<file path="src/common/swm_pkg.sv">
package swm_pkg;

    // ************************************************************
    // clock and timing
    // ************************************************************
    localparam int CLK_MHZ = 125;
    localparam int RESET_LOW_TIME_US = 480;
    localparam int RESET_HIGH_TIME_US = 480;
    localparam int PRESENCE_SAMPLE_US = 70;
    localparam int SLOT_LENGTH_US = 70;
    localparam int WRITE_ZERO_LOW_TIME_US = 60;
    localparam int WRITE_ONE_LOW_TIME_US = 6;
    localparam int READ_SETUP_TIME_US = 1;
    localparam int READ_SAMPLE_US = 12;
    localparam int RECOVERY_TIME_US = 5;

    localparam int RESET_LOW_CYC = RESET_LOW_TIME_US * CLK_MHZ;
    localparam int RESET_HIGH_CYC = RESET_HIGH_TIME_US * CLK_MHZ;
    localparam int PRESENCE_SAMPLE_CYC = PRESENCE_SAMPLE_US * CLK_MHZ;
    localparam int SLOT_CYC = SLOT_LENGTH_US * CLK_MHZ;
    localparam int WRITE_ZERO_CYC = WRITE_ZERO_LOW_TIME_US * CLK_MHZ;
    localparam int WRITE_ONE_CYC = WRITE_ONE_LOW_TIME_US * CLK_MHZ;
    localparam int READ_SETUP_CYC = READ_SETUP_TIME_US * CLK_MHZ;
    localparam int READ_SAMPLE_CYC = READ_SAMPLE_US * CLK_MHZ;
    localparam int RECOVERY_CYC = RECOVERY_TIME_US * CLK_MHZ;

    // ************************************************************
    // commands and data
    // ************************************************************
    localparam int CNT_W = 17;
    localparam int FIFO_DEPTH = 8;
    localparam logic [1:0] OP_RESET = 2'h0;
    localparam logic [1:0] OP_WRITE = 2'h1;
    localparam logic [1:0] OP_READ = 2'h2;
    localparam logic [7:0] SKIP_IDENTITY_CMD = 8'hcc;
    localparam logic [7:0] CHECK_POLY = 8'h8c;
    localparam logic [7:0] CHECK_INIT = 8'h00;

endpackage : swm_pkg

</file>
<file path="src/common/swm_stream_if.sv">
`timescale 1ns/1ns
interface swm_stream_if #(parameter int W = 8);
    logic valid;
    logic ready;
    logic [W-1:0] data;
    modport src (output valid, output data, input ready);
    modport snk (input valid, input data, output ready);
endinterface : swm_stream_if

</file>
<file path="src/rtl/swm_fifo.sv">
`timescale 1ns/1ns
module swm_fifo #(
    parameter int W = 8,
    parameter int DEPTH = 8
) (
    // clock and reset
    input wire logic clk,
    input wire logic rst,
    // streams
    swm_stream_if.snk in_s,
    swm_stream_if.src out_s
);
    localparam int AW = $clog2(DEPTH);

    logic [W-1:0] mem [DEPTH];
    logic [AW-1:0] wr_ptr, rd_ptr, next_wr_ptr, next_rd_ptr;
    logic [AW:0] count, next_count;
    logic push, pop;
    logic not_full, next_not_full;

    // ready from a flop so the top-level ready is registered
    assign in_s.ready = not_full;
    assign out_s.valid = (count != '0);
    assign out_s.data = mem[rd_ptr];
    assign push = in_s.valid && in_s.ready;
    assign pop = out_s.valid && out_s.ready;

    always_comb begin
        next_wr_ptr = push ? wr_ptr + 1'b1 : wr_ptr;
        next_rd_ptr = pop ? rd_ptr + 1'b1 : rd_ptr;
        next_count = count + (AW+1)'(push) - (AW+1)'(pop);
        next_not_full = (next_count != (AW+1)'(DEPTH));
    end

    always_ff @(posedge clk) begin
        if (rst) begin
            wr_ptr <= '0;
            rd_ptr <= '0;
            count <= '0;
            not_full <= 1'b1;
        end else begin
            wr_ptr <= next_wr_ptr;
            rd_ptr <= next_rd_ptr;
            count <= next_count;
            not_full <= next_not_full;
        end
        if (push) begin
            mem[wr_ptr] <= in_s.data;
        end
    end
endmodule : swm_fifo

</file>
<file path="src/rtl/swm_check_code.sv">
`timescale 1ns/1ns
module swm_check_code (
    // clock and reset
    input wire logic clk,
    input wire logic rst,
    // control
    input wire logic clear,
    input wire logic bit_valid,
    input wire logic bit_in,
    // result
    output logic [7:0] code
);
    import swm_pkg::*;

    logic [7:0] next_code;

    // lsb-first shift register, x^8+x^5+x^4+1
    always_comb begin
        next_code = code;
        if (clear) begin
            next_code = CHECK_INIT;
        end else if (bit_valid) begin
            next_code = {1'b0, code[7:1]} ^ ((code[0] ^ bit_in) ? CHECK_POLY : 8'h00);
        end
    end

    always_ff @(posedge clk) begin
        if (rst) begin
            code <= CHECK_INIT;
        end else begin
            code <= next_code;
        end
    end
endmodule : swm_check_code

</file>
<file path="src/rtl/swm_master.sv">
`timescale 1ns/1ns
// Summary of operation
// - master starts every signal except presence
// - every transaction opens with reset, presence (the sequencer forces none: queued slots run with no reset before them)
// - reset drives line low 480 us
// - reset low plus rise under 960 us
// - master starts each slot by falling edge
// - slot 60-120 us, write-0 low >=60 us
// - read pulse <=1 us, sample before 15 us
// - wait reset-high 480 us after reset release
// - check code x^8+x^5+x^4+1 over received bits
module swm_master (
    // clock and reset
    input wire logic clk,
    input wire logic rst,
    // command stream: op[1:0], write bit
    input wire logic [2:0] cmd_data,
    input wire logic cmd_valid,
    output logic cmd_ready,
    // result stream: presence or read bit
    output logic res_data,
    output logic res_valid,
    input wire logic res_ready,
    // check code
    input wire logic check_clear,
    output logic [7:0] check_code,
    // status
    output logic busy,
    // single-wire line
    input wire logic line_in,
    output logic line_out,
    output logic line_oe
);
    import swm_pkg::*;

    typedef enum logic [2:0] {
        SWM_IDLE, SWM_RST_LOW, SWM_RST_HIGH, SWM_SLOT_LOW, SWM_SLOT_REST, SWM_RECOVER,
        SWM_PUSH
    } swm_state_e;

    // ************************************************************
    // line synchroniser
    // ************************************************************
    logic line_s1, line_s2;
    always_ff @(posedge clk) begin
        if (rst) begin
            line_s1 <= 1'b1;
            line_s2 <= 1'b1;
        end else begin
            line_s1 <= line_in;
            line_s2 <= line_s1;
        end
    end

    // ************************************************************
    // command fifo
    // ************************************************************
    swm_stream_if #(.W(3)) cmd_in ();
    swm_stream_if #(.W(3)) cmd_out ();
    assign cmd_in.valid = cmd_valid;
    assign cmd_in.data = cmd_data;
    assign cmd_ready = cmd_in.ready;

    swm_fifo #(.W(3), .DEPTH(FIFO_DEPTH)) u_fifo (
        .clk(clk),
        .rst(rst),
        .in_s(cmd_in),
        .out_s(cmd_out)
    );

    // ************************************************************
    // sequencer
    // ************************************************************
    swm_state_e state, next_state;
    logic [CNT_W-1:0] cnt, next_cnt;
    logic [CNT_W-1:0] low_len, next_low_len;
    logic [1:0] op, next_op;
    logic sample, next_sample;
    logic next_line_oe, next_res_valid, next_res_data, next_busy;
    logic bit_valid;

    always_comb begin
        next_state = state;
        next_cnt = cnt + 1'b1;
        next_low_len = low_len;
        next_op = op;
        next_sample = sample;
        next_line_oe = line_oe;
        next_res_valid = res_valid;
        next_res_data = res_data;
        cmd_out.ready = 1'b0;
        bit_valid = 1'b0;
        if (res_valid && res_ready) begin
            next_res_valid = 1'b0;
        end
        unique case (state)
            SWM_IDLE: begin
                next_cnt = '0;
                if (cmd_out.valid) begin
                    cmd_out.ready = 1'b1;
                    next_op = cmd_out.data[1:0];
                    next_line_oe = 1'b1;
                    next_sample = 1'b1;
                    if (cmd_out.data[1:0] == OP_RESET) begin
                        next_state = SWM_RST_LOW;
                    end else begin
                        next_state = SWM_SLOT_LOW;
                        if (cmd_out.data[1:0] == OP_READ) begin
                            next_low_len = CNT_W'(READ_SETUP_CYC);
                        end else if (cmd_out.data[2]) begin
                            next_low_len = CNT_W'(WRITE_ONE_CYC);
                        end else begin
                            next_low_len = CNT_W'(WRITE_ZERO_CYC);
                        end
                    end
                end
            end
            SWM_RST_LOW: begin
                if (cnt == CNT_W'(RESET_LOW_CYC - 1)) begin
                    next_line_oe = 1'b0;
                    next_cnt = '0;
                    next_state = SWM_RST_HIGH;
                end
            end
            SWM_RST_HIGH: begin
                if (cnt == CNT_W'(PRESENCE_SAMPLE_CYC)) begin
                    next_sample = line_s2;
                end
                if (cnt == CNT_W'(RESET_HIGH_CYC - 1)) begin
                    next_state = SWM_PUSH;
                end
            end
            SWM_SLOT_LOW: begin
                if (cnt == low_len - 1'b1) begin
                    next_line_oe = 1'b0;
                    next_state = SWM_SLOT_REST;
                end
            end
            SWM_SLOT_REST: begin
                if (cnt == CNT_W'(READ_SAMPLE_CYC)) begin
                    next_sample = line_s2;
                end
                if (cnt == CNT_W'(SLOT_CYC - 1)) begin
                    next_cnt = '0;
                    next_state = SWM_RECOVER;
                end
            end
            SWM_RECOVER: begin
                if (cnt == CNT_W'(RECOVERY_CYC - 1)) begin
                    next_state = (op == OP_READ) ? SWM_PUSH : SWM_IDLE;
                end
            end
            SWM_PUSH: begin
                if (!res_valid || res_ready) begin
                    next_res_valid = 1'b1;
                    next_res_data = (op == OP_RESET) ? !sample : sample;
                    bit_valid = (op == OP_READ);
                    next_state = SWM_IDLE;
                end
            end
            default: begin
                next_state = SWM_IDLE;
            end
        endcase
        next_busy = (next_state != SWM_IDLE);
    end

    always_ff @(posedge clk) begin
        if (rst) begin
            state <= SWM_IDLE;
            cnt <= '0;
            low_len <= '0;
            op <= OP_RESET;
            sample <= 1'b1;
            line_oe <= 1'b0;
            res_valid <= 1'b0;
            res_data <= 1'b0;
            busy <= 1'b0;
        end else begin
            state <= next_state;
            cnt <= next_cnt;
            low_len <= next_low_len;
            op <= next_op;
            sample <= next_sample;
            line_oe <= next_line_oe;
            res_valid <= next_res_valid;
            res_data <= next_res_data;
            busy <= next_busy;
        end
    end

    // open drain: only ever drives low
    always_ff @(posedge clk) begin
        line_out <= 1'b0;
    end

    // ************************************************************
    // check code over read bits
    // ************************************************************
    swm_check_code u_check (
        .clk(clk),
        .rst(rst),
        .clear(check_clear),
        .bit_valid(bit_valid),
        .bit_in(next_res_data),
        .code(check_code)
    );
endmodule : swm_master

</file>
<file path="config.mk">
export PLATFORM = sky130hd
export DESIGN_NAME = swm_master
export DESIGN_NICKNAME = d
export VERILOG_FILES = /design/src/common/swm_pkg.sv /design/src/common/swm_stream_if.sv /design/src/rtl/swm_fifo.sv /design/src/rtl/swm_check_code.sv /design/src/rtl/swm_master.sv
export SDC_FILE = /design/constraint.sdc
export NUM_CORES = 1
export LEC_CHECK = 0
export BUFFER_PORTS_ARGS = -buffer_cell sky130_fd_sc_hd__buf_2
export CAP_MARGIN = 20
export CORE_MARGIN = 10
export CORE_UTILIZATION = 45
export CTS_CLUSTER_SIZE = 25
export DETAILED_ROUTE_END_ITERATION = 8
export PLACE_DENSITY = 0.68
export SYNTH_ARGS = -nofsm -noshare
export SYNTH_HDL_FRONTEND = slang
export SYNTH_SLANG_ARGS = --single-unit
</file>
<file path="constraint.sdc">
create_clock -name clk -period 2.53 [get_ports clk]
set_input_delay 0.253 -clock clk [delete_from_list [all_inputs] [get_ports clk]]
set_output_delay 0.253 -clock clk [all_outputs]
set_load 0.1 [all_outputs]
</file>
### Word-level counts from Yosys, hierarchy flattened

Memory sizes are Yosys's and may differ from the RTL's. A register that Yosys moved wholly into a read port is not among the register bits.
Index checks and enable logic that the tools add are counted.

| storage, ports and cells | value |
|---|---|
| flip-flop bits (word level) | 65 |
| word-level logic and storage cells | 101 |
| RAM bits | 24 |
| memories kept | 1 |
| output and inout port bits | 14 |
| input bits | 9 |

Memory list:

| name | words | width | read ports | clocked after memory_dff | wr ports | RTL line | text |
|---|---|---|---|---|---|---|---|
| u_fifo.mem | 8 | 3 | 1 | 1 | 1 | swm_fifo.sv:15 | `logic [W-1:0] mem [DEPTH];` |

| cells by class | value |
|---|---|
| add/sub/neg operators | 6 |
| bitwise logic cells | 3 |
| equal/unequal tests | 20 |
| reduce and logical (&&, ||, !) cells | 18 |
| muxes and demuxes | 37 |

Operators with widths:

| kind | count |
|---|---|
| 17-bit one-hot mux with 3 select lines | 1 |
| 17-bit by 14-bit equality test with 1-bit output (second input constant) | 2 |
| 17-bit two-way mux | 2 |
| 3-bit two-way mux | 10 |
| 13-bit two-way mux | 2 |
| 3-bit one-hot mux with 7 select lines | 1 |
| 17-bit by 1-bit adder with 17-bit output (second input constant) | 1 |
| 17-bit by 10-bit equality test with 1-bit output (second input constant) | 1 |
| 17-bit by 11-bit equality test with 1-bit output (second input constant) | 1 |
| 17-bit by 16-bit equality test with 1-bit output (second input constant) | 1 |
| 17-bit equality test | 1 |
| 1-bit two-way mux | 17 |
| 17-bit by 1-bit subtractor with 17-bit output (second input constant) | 1 |
| 3-bit equality test (second input constant) | 3 |
| 3-bit nonzero test | 3 |
| 8-bit two-way mux | 1 |
| 2-bit inequality test (second input constant) | 4 |
| 4-bit AND reduction | 2 |
| 7-bit by 8-bit bitwise XOR with 8-bit output | 1 |
| 3-bit by 1-bit adder with 3-bit output (second input constant) | 2 |
| 3-bit by 2-bit equality test with 1-bit output (second input constant) | 2 |
| 1-bit one-hot mux with 3 select lines | 2 |
| 4-bit by 1-bit adder with 4-bit output | 1 |
| 2-bit equality test (second input constant) | 2 |
| 16 further kinds | 20 |

### Logic depth before layout (Yosys ltp)

| logic depth | value |
|---|---|
| depth in word-level cells | 7 |
| mapped depth | 14 |

### Modules after synthesis

From an unflattened synthesis, not the netlist that was laid out.

| unflattened totals | value |
|---|---|
| cells, all modules | 415 |
| area total of the unflattened synthesis | 4155.2 sq um |

Modules (own cells, without submodules):

| module | cells each | area each (sq um) | instances |
|---|---|---|---|
| swm_master | 267 | 2208.4 | 1 |
| swm_fifo | 114 | 1602.8 | 1 |
| swm_check_code | 34 | 344.1 | 1 |

### Worst setup path before layout

OpenSTA, ideal clock, no wires.

| path | value |
|---|---|
| kind | register to register |
| start point | reg u_fifo.count[2] |
| end point | reg u_fifo.not_full (netlist: u_fifo.in_s.ready) |
| path buffers | 1 |
| stages on the path, launching flop included | 14 |
| required time | 2.401 ns |
| period minus slack after synthesis | 2.563 ns |
| arrival | 2.434 ns |
| setup slack | -0.033 ns |
| cell sequence | dfxtp_1 > inv_1 > ha_1 > nor3b_1 > or4_1 > clkbuf_1 > inv_1 > ha_1 > inv_1 > ha_1 > inv_1 > fa_1 > xor2_1 > nand4b_1 |

| between the ends | value |
|---|---|
| word-level cells in the longest chain between the ends | 6 |
| elaborated cells between the ends (all ways) | 7 |
| those cells by class | add/sub (2); eq/ne (1); mux (2); reduce/logical (2) |

Ends and longest elaborated chain:

| what | RTL line | text |
|---|---|---|
| from (decl) | swm_fifo.sv:17 | `logic [AW:0] count, next_count;` |
| from (signal assigned) | swm_fifo.sv:44 | `count <= next_count;` |
| 4-bit nonzero test | swm_fifo.sv:23 | `assign out_s.valid = (count != '0);` |
| 1-bit two-way mux | swm_master.sv:99 | `if (cmd_out.valid) begin` |
| 1-bit two-way mux | swm_master.sv:96 | `unique case (state)` |
| via cmd_out.ready | swm_stream_if.sv:4 | `logic ready;` |
| 1-bit logical AND | swm_fifo.sv:26 | `assign pop = out_s.valid && out_s.ready;` |
| 4-bit by 1-bit subtractor with 4-bit output | swm_fifo.sv:31 | `next_count = count + (AW+1)'(push) - (AW+1)'(pop);` |
| 4-bit inequality test | swm_fifo.sv:32 | `next_not_full = (next_count != (AW+1)'(DEPTH));` |
| to (signal assigned) | swm_fifo.sv:45 | `not_full <= next_not_full;` |
| to (decl) | swm_fifo.sv:19 | `logic not_full, next_not_full;` |

The timed path passes the listed nets, and every way through them passes these cells.
A chain may end at the register's enable or synchronous reset.

### Worst setup path after layout

Ends and elaborated chain as after synthesis.

==> impl_metrics.env <==
export IMPL_grt_pass1_vias=2927
export IMPL_fin_crit_sh=0.948
export IMPL_worst_setup_path_end_kind="flop"
export IMPL_wl_per_cell_um=15.3
export IMPL_syn_nets=433
export IMPL_synth_seq_cells=80
export IMPL_post_dp_hpwl_um=6030
export IMPL_yosys_warnings=0
export IMPL_worstMarginPinSlew_ns=0.598
export IMPL_rrSetupSlack_ns=0.13
export IMPL_path_cells="inv_2 > ha_2 > nor3b_4 > or4_4 > inv_4 > ha_4 > inv_2 > ha_4 > inv_2 > fa_2 > xor2_2 > nand4b_1"
export IMPL_r2r_start="u_fifo.count[2]"
export IMPL_gp_congestion=0.855
export IMPL_avgSynthCellArea_um2=9.60
export IMPL_hold_buffers=0
export IMPL_status="complete, no violations"
export IMPL_synth_most_common_cell="nor2_1"
export IMPL_setup_viol=0
export IMPL_die_area_um2=12900
export IMPL_cts_buffers_inserted=9
export IMPL_syn_inst=410
export IMPL_route_detailed_drc=0
export IMPL_synthTopCellsByArea="dfxtp_1, edfxtp_1, nor2_1, ha_1, xnor2_1"
export IMPL_r2r_end="u_fifo.in_s.ready"
export IMPL_synth_seq_area_share=0.468
export IMPL_rows=34
export IMPL_critPathBufInv=4
export IMPL_clkLatencyLatePin_ns=0.35
export IMPL_routed_via_density=5.40
export IMPL_crit_path_start_kind="flop"
export IMPL_min_to="line_s1"
export IMPL_area_growth_pct=15.1
export IMPL_ios=23
export IMPL_cts_root_buf="clkbuf_8"
export IMPL_hp_start="line_in"
export IMPL_async_flop_share=0
export IMPL_firstDrtPassIters=5
export IMPL_drive_gt1_frac=0.196
export IMPL_synth_cell_types=60
export IMPL_critical_path_class="flop to flop"
export IMPL_finalPower_uw=4960
export IMPL_worstPathRequired_ns=2.77
export IMPL_period_minus_slack_ns=2.40
export IMPL_htreeDepth=3
export IMPL_clk_pin_slew_ns=0.08
export IMPL_grt_pass1_wl_um=14200
export IMPL_wl_um=8400
export IMPL_ys_flop_type="dfxtp_1"
export IMPL_timing_fmax_mhz=417
export IMPL_drtIter0Drc=168
export IMPL_post_place_ws_ns=-0.0122
export IMPL_hold_path_class="input pin to flop"
export IMPL_overflow=0
export IMPL_skew_ns=0.0119
export IMPL_slowest_stage="or4_4"
export IMPL_irDropWorstVdd_mv=0.799
export IMPL_p_per_area_nw_per_um2=1090
export IMPL_slowest_delay_ns=0.44
export IMPL_coreArea_um2=8640
export IMPL_grt_use_total=0.134
export IMPL_max_cap_viol_count=0
export IMPL_cp_data_arrival_time_ns=2.63
export IMPL_hold_depth=2
export IMPL_rr_worst_depth=12
export IMPL_die_w_um=114
export IMPL_synth_edf_count=24
export IMPL_leakage_uw=0.00164
export IMPL_tritoncts="done"
export IMPL_worstPathMaxFanout=2
export IMPL_maxSlewHeadroom=0.599
export IMPL_fp_dieH_um=114
export IMPL_synth_top_area_frac=0.285
export IMPL_vias=2973
export IMPL_finalHoldViolations=0
export IMPL_portBuffers=21
export IMPL_drv_slew=0
export IMPL_clkSinkCount=80
export IMPL_crit_top_cell="inv_2"
export IMPL_clk_path_buf_depth=2
export IMPL_start_util=0.456
export IMPL_cpLargestDelayFamily="adder cells"
export IMPL_yosys_area_top_type="dfxtp_1"
export IMPL_ant_nets=0
export IMPL_setup_ws_ns=0.132
export IMPL_antenna_found_initial=0
export IMPL_antennaDiodeCount=0
export IMPL_rsz0062_at_grt="true"
export IMPL_syn_area_um2=3940
export IMPL_final_nets=461
export IMPL_yosys_top_cells_count="nor2_1, dfxtp_1, nand2_1"
export IMPL_grt_max_degree=29
## cell usage in the layout, fill, tap and decap left out, drive strengths merged, types with 4 or more instances in the layout
| cell type | netlist | routed |
|---|---|---|
| clkbuf | 14 | 12 |
| nand2b | 9 | 9 |
| nand3 | 13 | 13 |
| mux2i | 8 | 8 |
| nand2 | 35 | 35 |
| ha | 13 | 13 |
| nor3 | 8 | 8 |
| mux4 | 6 | 6 |
| buf | 9 | 40 |
| xor2 | 14 | 14 |
| dfxtp | 56 | 56 |
| or2 | 4 | 4 |
| nand4 | 4 | 4 |
| nor2b | 6 | 6 |
| xnor2 | 16 | 16 |
| o21ai | 4 | 4 |
| edfxtp | 24 | 24 |
| inv | 22 | 24 |
| or4 | 4 | 4 |
| a211oi | 7 | 7 |
| nor2 | 57 | 57 |
| a21oi | 18 | 18 |
## where the power goes
group | switching (uW) | leakage [uW] | internal [uW]
registers | 167 | 0.000675 | 1510
clock network | 488 | 0.000118 | 586
logic | 1220 | 0.000847 | 981
total | 1880 | 0.00164 | 3080
## flip-flops by register name, indices dropped and copies added, names as in the netlist, named ones only
register,cells
u_fifo.mem,24
busy,1
sample,1
res_valid,1
u_check.code,8
u_fifo.wr_ptr,3
line_s2,1
res_data,1
op,2
low_len,5
cnt,17
line_oe,1
u_fifo.count,4
u_fifo.in_s.ready,1
line_s1,1
state,3
u_fifo.rd_ptr,3
## timing repair
action	in CTS	in global routing
resized for setup	13	6
gates cloned	0	0
buffers inserted	2	1
endpoints found under the setup margin	1	8
pin swaps	4	8
## worst max path at each step
stage / start / end / slack, ns / cells past startpoint
final: u_fifo.count[2] / u_fifo.in_s.ready / 0.13 / 12
after CTS: u_fifo.count[2] / u_fifo.in_s.ready / 0.01 / 12
after global placement: u_fifo.count[2] / u_fifo.in_s.ready / 0.11 / 12
after floorplan: low_len[9] / state[2] / 0.01 / 10
after detailed placement: u_fifo.count[2] / u_fifo.in_s.ready / -0.01 / 12
after global routing: u_fifo.count[2] / u_fifo.in_s.ready / -0.005 / 13
## cell type report
type,instances,area (um2)
flip-flops and latches,80,1840
multi-input cells,285,1980
well taps,108,135
inverters,22,85.1
clock buffers,12,178
fillers,791,4110
clock inverters,4,56.3
repair buffers,40,248
## through the flow
stage | setup TNS (ns) | util | cells | instance area, um2 | hold WS (ns)
after floorplan | 0 | - | 410 | 3940 | 0.352
after global placement | 0 | 0.486 | 532 | 4200 | 0.397
after detailed placement | -0.0122 | 0.486 | 532 | 4200 | 0.403
after CTS | 0 | 0.520 | 550 | 4490 | 0.0862
after global routing | -0.00457 | 0.524 | 551 | 4530 | 0.0907
final | 0 | 0.524 | 551 | 4530 | 0.0954
## metal layers
layer / share of wire / vias to the layer above / track usage
met5: 0 / - / 0
met4: 0.014 / 0 / 0.0457
met3: 0.033 / 10 / 0.0310
met2: 0.49 / 48 / 0.224
met1: 0.46 / 1438 / 0.165
li1: - / 1477 / -
## kinds of logic (layout without fill, tap and decap cells)
group / after synthesis / after routing / synth area share
AOI/OAI and AO/OA: 59 / 59 / 0.104
xor gates and xnor gates: 30 / 30 / 0.0668
buffers and inverters: 45 / 78 / 0.0458
adders and majority gates: 14 / 14 / 0.0464
muxes: 15 / 15 / 0.0575
DFF: 80 / 80 / 0.468
and+or+nand+nor: 166 / 166 / 0.211
other: 1 / 1 / 0.000953
Power figures use the tool's default switching activity.
